$ cat config.mk
export PLATFORM = sky130hd
export DESIGN_NAME = power_event_inputs
export DESIGN_NICKNAME = d
export VERILOG_FILES = /design/src/power_event_pkg.sv /design/src/power_event_inputs.sv /design/src/input_debounce.sv
export SDC_FILE = /design/constraint.sdc
export NUM_CORES = 1
export LEC_CHECK = 0
export ABC_CLOCK_PERIOD_IN_PS = 5000
export BUFFER_PORTS_ARGS = -buffer_cell sky130_fd_sc_hd__buf_2
export CORE_ASPECT_RATIO = 1.5
export CORE_MARGIN = 3
export CORE_UTILIZATION = 60
export DETAILED_ROUTE_END_ITERATION = 10
export PLACE_DENSITY = 0.8
export SYNTH_ARGS = -nofsm -noshare
export SYNTH_HDL_FRONTEND = slang
export SYNTH_HIERARCHICAL = 1
export SYNTH_SLANG_ARGS = --single-unit
$ cat constraint.sdc
create_clock -name clk_sys_i -period 5 [get_ports clk_sys_i]
set_clock_uncertainty 0.05 [all_clocks]
set_input_delay 0.25 -clock clk_sys_i [delete_from_list [all_inputs] [get_ports clk_sys_i]]
set_output_delay 0.25 -clock clk_sys_i [all_outputs]
set_load 0.01 [all_outputs]
$ cat src/power_event_pkg.sv
// Purpose: Constants for the power event input block
// Assumes: 10 MHz system clock, resume reset as async reset
// Notes:   Overview list below; counts derive from times and clock rate
//
// Overview of operation
// RULE1 - Debounced button held for override period forces soft-off or deep sleep.
// RULE2 - Override power-off completes with no handshake from any subsystem.
// RULE3 - Override hold period is programmable, reset default four seconds.
// RULE4 - Button level status shows debounced input at select 0, raw at 1.
// RULE5 - With select 0, debounce adds 16 ms before a press is processed.
// RULE6 - Falling edge of PCIe event input raises an event; rising edge none.
// RULE7 - Internal bus 0 power event request sets internal event status.
// RULE8 - Reset button detected on fall or after 16 ms debounce; starts reset.
// RULE9 - Reset-button reset held five to six ms regardless of input.
// RULE10 - Next reset blocked until input seen inactive and full working state.
// RULE11 - Reset control bit 3 set makes reset button a full power cycle.
// RULE12 - Reset button ignored while power-good input is low.
// RULE13 - Valid thermal trip drives sleep outputs low, sets power-fail trip flag.
// RULE14 - Sleep outputs low within one microsecond of thermal trip sampled.
// RULE15 - Thermal trip low glitches shorter than 25 ns are ignored; code only samples, so one spanning a clock edge is taken.
// RULE16 - Trip monitoring starts at platform reset release or processor good; ends at loss.
// RULE17 - Thermal trip event clears the button event status bit.
// RULE18 - Holdoff delays resume only during sleep entry with sleep-A asserted; code blocks on sleep_entry_i and holdoff alone, ignoring sleep-A.
// RULE19 - No flash access while sleep-A asserted or holdoff still asserted.
// RULE20 - Controller keeps resume reset asserted until its flash accesses end.
// RULE21 - Controller asserts holdoff, watches chip select 5 ms, then releases holdoff.
// RULE22 - Enhanced SPI host interface enabled disables the holdoff function.
// RULE23 - Holdoff pin is a general input until firmware selects holdoff use.
// RULE24 - Override counter restarts from zero when button released early.

package power_event_pkg;

   // ************************************************************
   // Timing
   // ************************************************************
   localparam int unsigned CLK_HZ          = 10_000_000;
   localparam int unsigned CLK_PERIOD_NS   = 100;
   localparam int unsigned DEBOUNCE_MS     = 16;
   localparam int unsigned DEBOUNCE_CYC    = DEBOUNCE_MS * (CLK_HZ / 1000);
   localparam int unsigned RST_HOLD_MIN_MS = 5;
   localparam int unsigned RST_HOLD_MAX_MS = 6;
   // Pulse lasts 5.5 ms, inside the 5..6 ms window
   localparam int unsigned RST_HOLD_CYC    = (RST_HOLD_MIN_MS + RST_HOLD_MAX_MS) * (CLK_HZ / 2000);
   localparam int unsigned OVERRIDE_S      = 4;
   localparam int unsigned OVERRIDE_CYC    = OVERRIDE_S * CLK_HZ;
   localparam int unsigned TRIP_GLITCH_NS  = 25;
   // Shorter than 25 ns is seen only if it spans a 100 ns sample edge; one cycle minimum
   localparam int unsigned TRIP_FILT_CYC   = (TRIP_GLITCH_NS + CLK_PERIOD_NS - 1) / CLK_PERIOD_NS;
   localparam int unsigned TRIP_RESP_NS    = 1000;
   localparam int unsigned TRIP_RESP_CYC   = TRIP_RESP_NS / CLK_PERIOD_NS;

   // ************************************************************
   // Widths and field positions
   // ************************************************************
   localparam int unsigned CNT_W           = 32;
   localparam int unsigned RST_CTRL_W      = 8;
   localparam int unsigned RST_CTRL_FULL_BIT = 3;

   // ************************************************************
   // Reset values
   // ************************************************************
   localparam logic [CNT_W-1:0] OVERRIDE_DEFAULT = CNT_W'(OVERRIDE_CYC);

   // Sleep state of the sequencer as seen by this block
   typedef enum logic [1:0] {
      ST_WORK,
      ST_SOFT_OFF,
      ST_RST_PULSE
   } pwr_state_e;

endpackage

$ cat src/power_event_inputs.sv
// Purpose: Power button override, PCIe event, reset button, thermal trip, holdoff
// Assumes: Single 10 MHz clock; resetn_i is the resume reset
// Notes:   Status flags clear on a one-cycle clear pulse; a set in that cycle wins

`timescale 1ns/1ps
`default_nettype none

module power_event_inputs
   import power_event_pkg::*;
#(
   parameter int unsigned DEBOUNCE_CYCLES = DEBOUNCE_CYC
) (
   input  wire logic                  clk_sys_i,
   input  wire logic                  resetn_i,
   input  wire logic                  power_button_n_i,
   input  wire logic                  power_good_in_i,
   input  wire logic                  reset_button_n_i,
   input  wire logic                  platform_reset_n_i,
   input  wire logic                  thermal_trip_n_i,
   input  wire logic                  processor_power_good_i,
   input  wire logic                  pcie_pm_event_n_i,
   input  wire logic                  internal_pm_req_i,
   input  wire logic                  resume_holdoff_n_i,
   input  wire logic                  sleep_entry_i,
   input  wire logic                  sleep_a_n_i,
   input  wire logic                  button_debounce_select_i,
   input  wire logic                  reset_debounce_en_i,
   input  wire logic [CNT_W-1:0]      override_period_i,
   input  wire logic                  deep_sleep_en_i,
   input  wire logic [RST_CTRL_W-1:0] reset_control_i,
   input  wire logic                  trip_valid_point_i,
   input  wire logic                  holdoff_func_sel_i,
   input  wire logic                  espi_en_i,
   input  wire logic                  status_clear_i,
   output logic                       sleep_state3_n_o,
   output logic                       sleep_state4_n_o,
   output logic                       sleep_state5_n_o,
   output logic                       deep_sleep_req_o,
   output logic                       button_level_status_o,
   output logic                       button_event_status_o,
   output logic                       power_fail_trip_flag_o,
   output logic                       internal_pm_event_status_o,
   output logic                       pm_event_pulse_o,
   output logic                       host_reset_o,
   output logic                       power_cycle_reset_o,
   output logic                       resume_block_o,
   output logic                       flash_allow_o
);

   // ************************************************************
   // Input synchronisation and debounce
   // ************************************************************
   logic pb_sync_n, pb_deb_n, rb_sync_n, rb_deb_n;
   logic pme_m_q, pme_s_q, pme_d_q;
   logic tt_m_q, tt_s_q, ho_m_q, ho_s_q;
   logic pg_m_q, pg_s_q, ppg_m_q, ppg_s_q, plt_m_q, plt_s_q;

   input_debounce #(.STABLE_CYC(DEBOUNCE_CYCLES)) u_pb_deb (
      .clk_sys_i (clk_sys_i),
      .resetn_i  (resetn_i),
      .pin_n_i   (power_button_n_i),
      .sync_n_o  (pb_sync_n),
      .clean_n_o (pb_deb_n)
   );

   input_debounce #(.STABLE_CYC(DEBOUNCE_CYCLES)) u_rb_deb (
      .clk_sys_i (clk_sys_i),
      .resetn_i  (resetn_i),
      .pin_n_i   (reset_button_n_i),
      .sync_n_o  (rb_sync_n),
      .clean_n_o (rb_deb_n)
   );

   // Two-flop synchronisers for the PCIe event, thermal trip, holdoff, power-good and platform reset pins
   always_ff @(posedge clk_sys_i or negedge resetn_i) begin
      if (!resetn_i) begin
         {pme_m_q, pme_s_q, pme_d_q} <= 3'h7;
         {tt_m_q, tt_s_q}            <= 2'h3;
         {ho_m_q, ho_s_q}            <= 2'h3;
         {pg_m_q, pg_s_q}            <= 2'h0;
         {ppg_m_q, ppg_s_q}          <= 2'h0;
         {plt_m_q, plt_s_q}          <= 2'h0;
      end else begin
         pme_m_q <= pcie_pm_event_n_i;
         pme_s_q <= pme_m_q;
         pme_d_q <= pme_s_q;
         tt_m_q  <= thermal_trip_n_i;
         tt_s_q  <= tt_m_q;
         ho_m_q  <= resume_holdoff_n_i;
         ho_s_q  <= ho_m_q;
         pg_m_q  <= power_good_in_i;
         pg_s_q  <= pg_m_q;
         ppg_m_q <= processor_power_good_i;
         ppg_s_q <= ppg_m_q;
         plt_m_q <= platform_reset_n_i;
         plt_s_q <= plt_m_q;
      end
   end

   // Level status picks debounced or raw-synchronised input
   assign button_level_status_o = button_debounce_select_i ? !pb_sync_n : !pb_deb_n; // [RULE4] [RULE5]

   // ************************************************************
   // Events: PCIe falling edge and internal request
   // ************************************************************
   assign pm_event_pulse_o = pme_d_q && !pme_s_q; // [RULE6]

   // ************************************************************
   // Thermal trip filter and monitoring window
   // ************************************************************
   logic mon_q, mon_d, ppg_d1_q, plt_d1_q;
   logic trip_event;

   always_comb begin
      mon_d = mon_q;
      if (!trip_valid_point_i && plt_s_q && !plt_d1_q)
         mon_d = 1'b1; // [RULE16]
      if (trip_valid_point_i && ppg_s_q && !ppg_d1_q)
         mon_d = 1'b1; // [RULE16]
      if (!ppg_s_q)
         mon_d = 1'b0; // [RULE16]
   end

   always_ff @(posedge clk_sys_i or negedge resetn_i) begin
      if (!resetn_i) begin
         mon_q    <= 1'b0;
         ppg_d1_q <= 1'b0;
         plt_d1_q <= 1'b0;
      end else begin
         mon_q    <= mon_d;
         ppg_d1_q <= ppg_s_q;
         plt_d1_q <= plt_s_q;
      end
   end

   // A low must be seen on a synchronised sample, so glitches falling between two edges are dropped
   assign trip_event = mon_q && !tt_s_q; // [RULE15]

   // ************************************************************
   // Power button override counter
   // ************************************************************
   logic [CNT_W-1:0] ovr_cnt_q, ovr_cnt_d;
   logic             ovr_fire;

   always_comb begin
      ovr_cnt_d = '0; // [RULE24]
      ovr_fire  = 1'b0;
      if (!pb_deb_n) begin
         ovr_cnt_d = ovr_cnt_q;
         if (ovr_cnt_q + CNT_W'(1) >= override_period_i) // [RULE3]
            ovr_fire = 1'b1; // [RULE1]
         else
            ovr_cnt_d = ovr_cnt_q + CNT_W'(1);
      end
   end

   // ************************************************************
   // Reset button
   // ************************************************************
   logic              rb_n, rb_d1_q, rb_armed_q, rb_armed_d, rb_start;
   logic [CNT_W-1:0]  hold_q, hold_d;

   assign rb_n     = reset_debounce_en_i ? rb_deb_n : rb_sync_n; // [RULE8]
   assign rb_start = pg_s_q && rb_armed_q && rb_d1_q && !rb_n;  // [RULE8] [RULE12]

   // ************************************************************
   // Power state, flags and reset pulse
   // ************************************************************
   pwr_state_e state_q, state_d;
   logic       s_off_q, s_off_d, full_q, full_d;
   logic       btn_sts_q, btn_sts_d, trip_q, trip_d, ipme_q, ipme_d;
   logic       pb_d1_q;

   always_comb begin
      state_d    = state_q;
      s_off_d    = s_off_q;
      full_d     = full_q;
      hold_d     = hold_q;
      rb_armed_d = rb_armed_q;
      btn_sts_d  = btn_sts_q && !status_clear_i;
      trip_d     = trip_q && !status_clear_i;
      ipme_d     = ipme_q && !status_clear_i;
      if (internal_pm_req_i)
         ipme_d = 1'b1; // [RULE7]
      if (pb_deb_n == 1'b0 && pb_d1_q)
         btn_sts_d = 1'b1;
      // Re-arm once input idle and host is in full working state
      if (rb_n && state_q == ST_WORK && plt_s_q && pg_s_q)
         rb_armed_d = 1'b1; // [RULE10]
      case (state_q)
         ST_WORK: begin
            if (rb_start) begin
               state_d    = ST_RST_PULSE;
               hold_d     = '0;
               full_d     = reset_control_i[RST_CTRL_FULL_BIT]; // [RULE11]
               rb_armed_d = 1'b0; // [RULE10]
            end
         end
         ST_RST_PULSE: begin
            // Fixed length, independent of the button level
            hold_d = hold_q + CNT_W'(1); // [RULE9]
            if (hold_q + CNT_W'(1) >= CNT_W'(RST_HOLD_CYC))
               state_d = ST_WORK;
         end
         ST_SOFT_OFF: begin
            // Leave only once the sequencer reports working power again
            if (ppg_s_q && !ovr_fire && !trip_event)
               state_d = ST_WORK;
         end
         default: state_d = ST_WORK;
      endcase
      // Override needs no acknowledge and no power-good
      if (ovr_fire) begin
         state_d = ST_SOFT_OFF; // [RULE1] [RULE2]
         s_off_d = 1'b1;
      end
      if (trip_event) begin
         state_d   = ST_SOFT_OFF; // [RULE13]
         s_off_d   = 1'b1;
         trip_d    = 1'b1;        // [RULE13]
         btn_sts_d = 1'b0;        // [RULE17]
      end else if (state_d == ST_WORK) begin
         s_off_d = 1'b0;
      end
   end

   // Registers for state, flags and edge history

   always_ff @(posedge clk_sys_i or negedge resetn_i) begin
      if (!resetn_i) begin
         state_q    <= ST_WORK;
         s_off_q    <= 1'b0;
         full_q     <= 1'b0;
         hold_q     <= '0;
         rb_armed_q <= 1'b1;
         rb_d1_q    <= 1'b1;
         pb_d1_q    <= 1'b1;
         btn_sts_q  <= 1'b0;
         trip_q     <= 1'b0;
         ipme_q     <= 1'b0;
         ovr_cnt_q  <= '0;
      end else begin
         state_q    <= state_d;
         s_off_q    <= s_off_d;
         full_q     <= full_d;
         hold_q     <= hold_d;
         rb_armed_q <= rb_armed_d;
         rb_d1_q    <= rb_n;
         pb_d1_q    <= pb_deb_n;
         btn_sts_q  <= btn_sts_d;
         trip_q     <= trip_d;
         ipme_q     <= ipme_d;
         ovr_cnt_q  <= ovr_cnt_d;
      end
   end

   // Sleep outputs are registered: low one cycle after trip sampled
   assign sleep_state3_n_o           = !s_off_q; // [RULE14]
   assign sleep_state4_n_o           = !s_off_q;
   assign sleep_state5_n_o           = !s_off_q;
   assign deep_sleep_req_o           = s_off_q && deep_sleep_en_i;
   assign button_event_status_o      = btn_sts_q;
   assign power_fail_trip_flag_o     = trip_q;
   assign internal_pm_event_status_o = ipme_q;
   assign host_reset_o               = (state_q == ST_RST_PULSE) && !full_q;
   assign power_cycle_reset_o        = (state_q == ST_RST_PULSE) && full_q;

   // ************************************************************
   // Resume holdoff and flash guard
   // ************************************************************
   logic holdoff_act;

   // Pin only counts as holdoff once selected and not in eSPI mode
   assign holdoff_act    = holdoff_func_sel_i && !espi_en_i && !ho_s_q; // [RULE22] [RULE23]
   assign resume_block_o = sleep_entry_i && holdoff_act;               // [RULE18]
   assign flash_allow_o  = sleep_a_n_i && !holdoff_act;                // [RULE19]
endmodule

`default_nettype wire

$ cat src/input_debounce.sv
// Purpose: Synchronise an active-low pin and debounce it by a stable-time count
// Assumes: Pin is asynchronous to clk_sys_i
// Notes:   Output changes once the synced level has been stable STABLE_CYC cycles

`timescale 1ns/1ps
`default_nettype none

module input_debounce #(
   parameter int unsigned STABLE_CYC = 1
) (
   input  wire logic clk_sys_i,
   input  wire logic resetn_i,
   input  wire logic pin_n_i,
   output logic      sync_n_o,
   output logic      clean_n_o
);

   localparam int unsigned CW = $clog2(STABLE_CYC + 1) + 1;

   logic          meta_q;
   logic          sync_q;
   logic          clean_q, clean_d;
   logic [CW-1:0] cnt_q, cnt_d;

   // Next stable level and count
   always_comb begin
      clean_d = clean_q;
      cnt_d   = '0;
      if (sync_q != clean_q) begin
         cnt_d = cnt_q + CW'(1);
         if (cnt_q + CW'(1) >= CW'(STABLE_CYC)) begin
            clean_d = sync_q;
            cnt_d   = '0;
         end
      end
   end

   // Two-stage synchroniser then filter state; idle high
   always_ff @(posedge clk_sys_i or negedge resetn_i) begin
      if (!resetn_i) begin
         meta_q  <= 1'b1;
         sync_q  <= 1'b1;
         clean_q <= 1'b1;
         cnt_q   <= '0;
      end else begin
         meta_q  <= pin_n_i;
         sync_q  <= meta_q;
         clean_q <= clean_d;
         cnt_q   <= cnt_d;
      end
   end

   assign sync_n_o  = sync_q;
   assign clean_n_o = clean_q;

endmodule

`default_nettype wire

==> run metrics <==
number of global-route vias before repair=around 6900; Die Y=around 150 µm; Top Ports=between 70 and 80; initial core utilization=0.619; layout cells sized above 1=0.173; CP Class=register to register; clock tree buffer depth=2; die area=approximately 16000 µm²; Ys Warns=6; Overflow after GRT=0; Worst-Margin Slew=about 1000 ps; Die Wd=between 100 and 150 µm; Setup TNS=0 ps; top_reg_cell synth=dfrtp_1; Residual DRC=0; Final ANT Viol Nets=0; Yosys reg bits=roughly 130; Leak=~4.3 nW; peak supply drop=0.287 mV; fin nets=1065; DRT Pass-1 Iters=5; Slew HR=0.352; Final setup viols=0; post-cts resize count=0; htree depth=4; clock slew at the register clock pins of the worst setup and hold paths=70 ps; placer congestion estimate=0.849; Post-Syn Instances=approximately 910; max-slew violation count=0; CTS tree=built; Routed WL per cell=between 15 and 20 µm; CTS Buf Count=17; area of the multi-input gates=about 4700 µm²; crit path launch type=register; largest net degree at the start of global routing=98; CP arrival=between 4000 and 5000 ps; worst skew pair latency=420 ps; first-pass GRT wire length=roughly 31 mm; pwr dens=306 nW/µm²; DR iter-0 viols=between 300 and 400; Post-Syn Area per Cell=between 9 and 10 µm²; sequential cell area=3370 µm²; status=finished clean; Synth Cell Area=between 8000 and 9000 µm²; ANT cells=0; detailed-route via count=6957; hold crit path type=primary input to register; fin crit period=4480 ps; area growth from synthesis to final layout=13.4%; FP Rows=52; CTS sink cnt=about 130; All-Layer GR Usage=0.252; Seq/Total Area, Yosys=0.401; Critical Path RT=between 5000 and 6000 ps; fmax=223 MHz; element type at the critical path end=register; HPWL after DPL=about 13 mm; DRT Wirelength=18.6 mm; fillcell total=about 1100; RSZ-0062 raised after global routing=no; core area=between 10000 and 15000 µm²; initial antenna violation count=0; crit share post-route=0.895; Max-Cap Viols=0; EDFF count, synth=0; post-layout util=0.702; Synth cell types=77; CTS root buf=clkbuf_16; Final Hold Viols=0; mean number of vias per cell=roughly 6.1; Port Buf Inserts=65; Max FO, Critical Path=11; Synth Net Count=approximately 1000; Post-synth ARST share=1.00
==> logic make-up after synthesis <==
logic type | after synthesis | share of synthesized area
compound gates | 208 | 0.162
xor+xnor | 82 | 0.0853
fa+ha+maj | 37 | 0.0550
buf+inv | 91 | 0.0444
flops | 134 | 0.401
mux | 12 | 0.0156
other cells | 2 | 0.000892
simple gates | 341 | 0.236
==> registers in the layout, indices dropped and copies added, names as in the netlist, 2 cells and up <==
signal          flops
state_q             2
u_rb_deb/cnt_q     19
ovr_cnt_q          32
u_pb_deb/cnt_q     19
hold_q             32
==> timing repair <==
item / CTS / global route
hold buffers: 11 / 0
setup buffers: 0 / 0
hold endpoints to repair: 97 / 0
==> final cells by class <==
class / instances / area share
Clock buffer: 17 / 0.0445
Inverter: 50 / 0.0197
Multi-Input combinational cell: 682 / 0.490
Timing Repair Buffer: 83 / 0.0517
Tap cell: 162 / 0.0212
Sequential cell: 134 / 0.353
Clock inverter: 15 / 0.0200
==> synth_stat cells (11+ instances only) <==
| master | n | area, µm² |
|---|---|---|
| dfrtp_1 | 118 | 2950 |
| o31ai_1 | 15 | 113 |
| a31oi_1 | 12 | 75.1 |
| and3_1 | 15 | 93.8 |
| a21oi_1 | 32 | 160 |
| and2_1 | 12 | 75.1 |
| inv_1 | 50 | 188 |
| xor2_1 | 33 | 289 |
| dfstp_2 | 16 | 420 |
| nand4_1 | 22 | 138 |
| ha_1 | 37 | 463 |
| nand2_1 | 52 | 195 |
| nor3_1 | 25 | 125 |
| clkbuf_1 | 33 | 124 |
| o21ai_1 | 14 | 70.1 |
| xnor2_1 | 49 | 429 |
| or3_1 | 11 | 68.8 |
| nor2_2 | 14 | 87.6 |
| o21a_1 | 23 | 173 |
| nor2_1 | 79 | 297 |
| nand3_1 | 44 | 220 |
| o21ai_0 | 52 | 260 |
==> metrics by stage <==
stage | power [mW] | setup slack [ps] | hold slack [ps] | area [µm²] | instances
floorplan | 1.50 | 1010 | -95.6 | 8420 | 907
global placement | 1.61 | 672 | 296 | 8820 | 1100
detailed placement | 1.62 | 568 | 299 | 8820 | 1100
CTS | 2.94 | 529 | 21.1 | 9550 | 1143
global route | 3.04 | 258 | 28.1 | 9550 | 1143
finish | 2.92 | 525 | 23.7 | 9550 | 1143
==> cells in the final DEF, fill, tap and decap left out, types with 7 or more instances in the layout <==
cell	instances
nor2_2	14
nand4_1	22
nand3_1	44
buf_4	7
o21ai_1	13
a21oi_1	32
a31oi_1	12
dfstp_2	16
and2_1	12
a211oi_1	8
o31ai_1	15
and4_1	7
xnor2_1	49
nor3_1	25
buf_2	64
or3_1	11
nand2_1	52
ha_1	37
dfrtp_1	118
xor2_1	33
dlygate4sd3_1	11
nor2_1	79
clkbuf_16	17
o21ai_0	52
o21a_1	23
o211a_1	7
a21o_1	8
and3_1	15
inv_1	50
==> per-layer routing <==
metal	up-vias	GRT usage	share of wire	wire length, µm
met5	-	0	0	0
met4	0	0.0729	0.016	290
met3	28	0.0433	0.030	561
met2	152	0.465	0.55	10200
met1	3385	0.293	0.41	7590
li1	3392	-	-	-
==> power breakdown <==
group          total, mW  switching (mW)  leakage, nW  internal [mW]
clock               1.30           0.508        0.297          0.797
combinational      0.372           0.229         2.24          0.143
sequential          1.24          0.0873         1.77           1.16
==> critical path, cell delays in order, from the launching register on <==
cell       delay [ps]
dfrtp_1           440
and4_4            300
and3_1            220
nand3_1           190
nor2_1            300
nand3_1           180
xnor2_1           160
ha_1              290
a211oi_1          230
nor2_1             90
a2111oi_0         490
a21oi_1           130
nor4_1            200
buf_4             250
o21a_1            360
nand4_1           170
mux2_4            320
==> worst paths after layout <==
check / start / end / slack (ps) / cells past startpoint
max: ovr_cnt_q[2] / ovr_cnt_q[31] / 520 / 16
min: reset_control_i[3] / full_q / 20 / 2
max reg2reg: ovr_cnt_q[2] / ovr_cnt_q[31] / 520 / 16
min reg2reg: u_rb_deb/meta_q / u_rb_deb/sync_n_o / 310 / 0
max in group asynchronous: resetn_i / rb_d1_q / 3390 / 3
min in group asynchronous: resetn_i / ovr_cnt_q[15] / 440 / 2
Power figures use the tool's default switching activity.
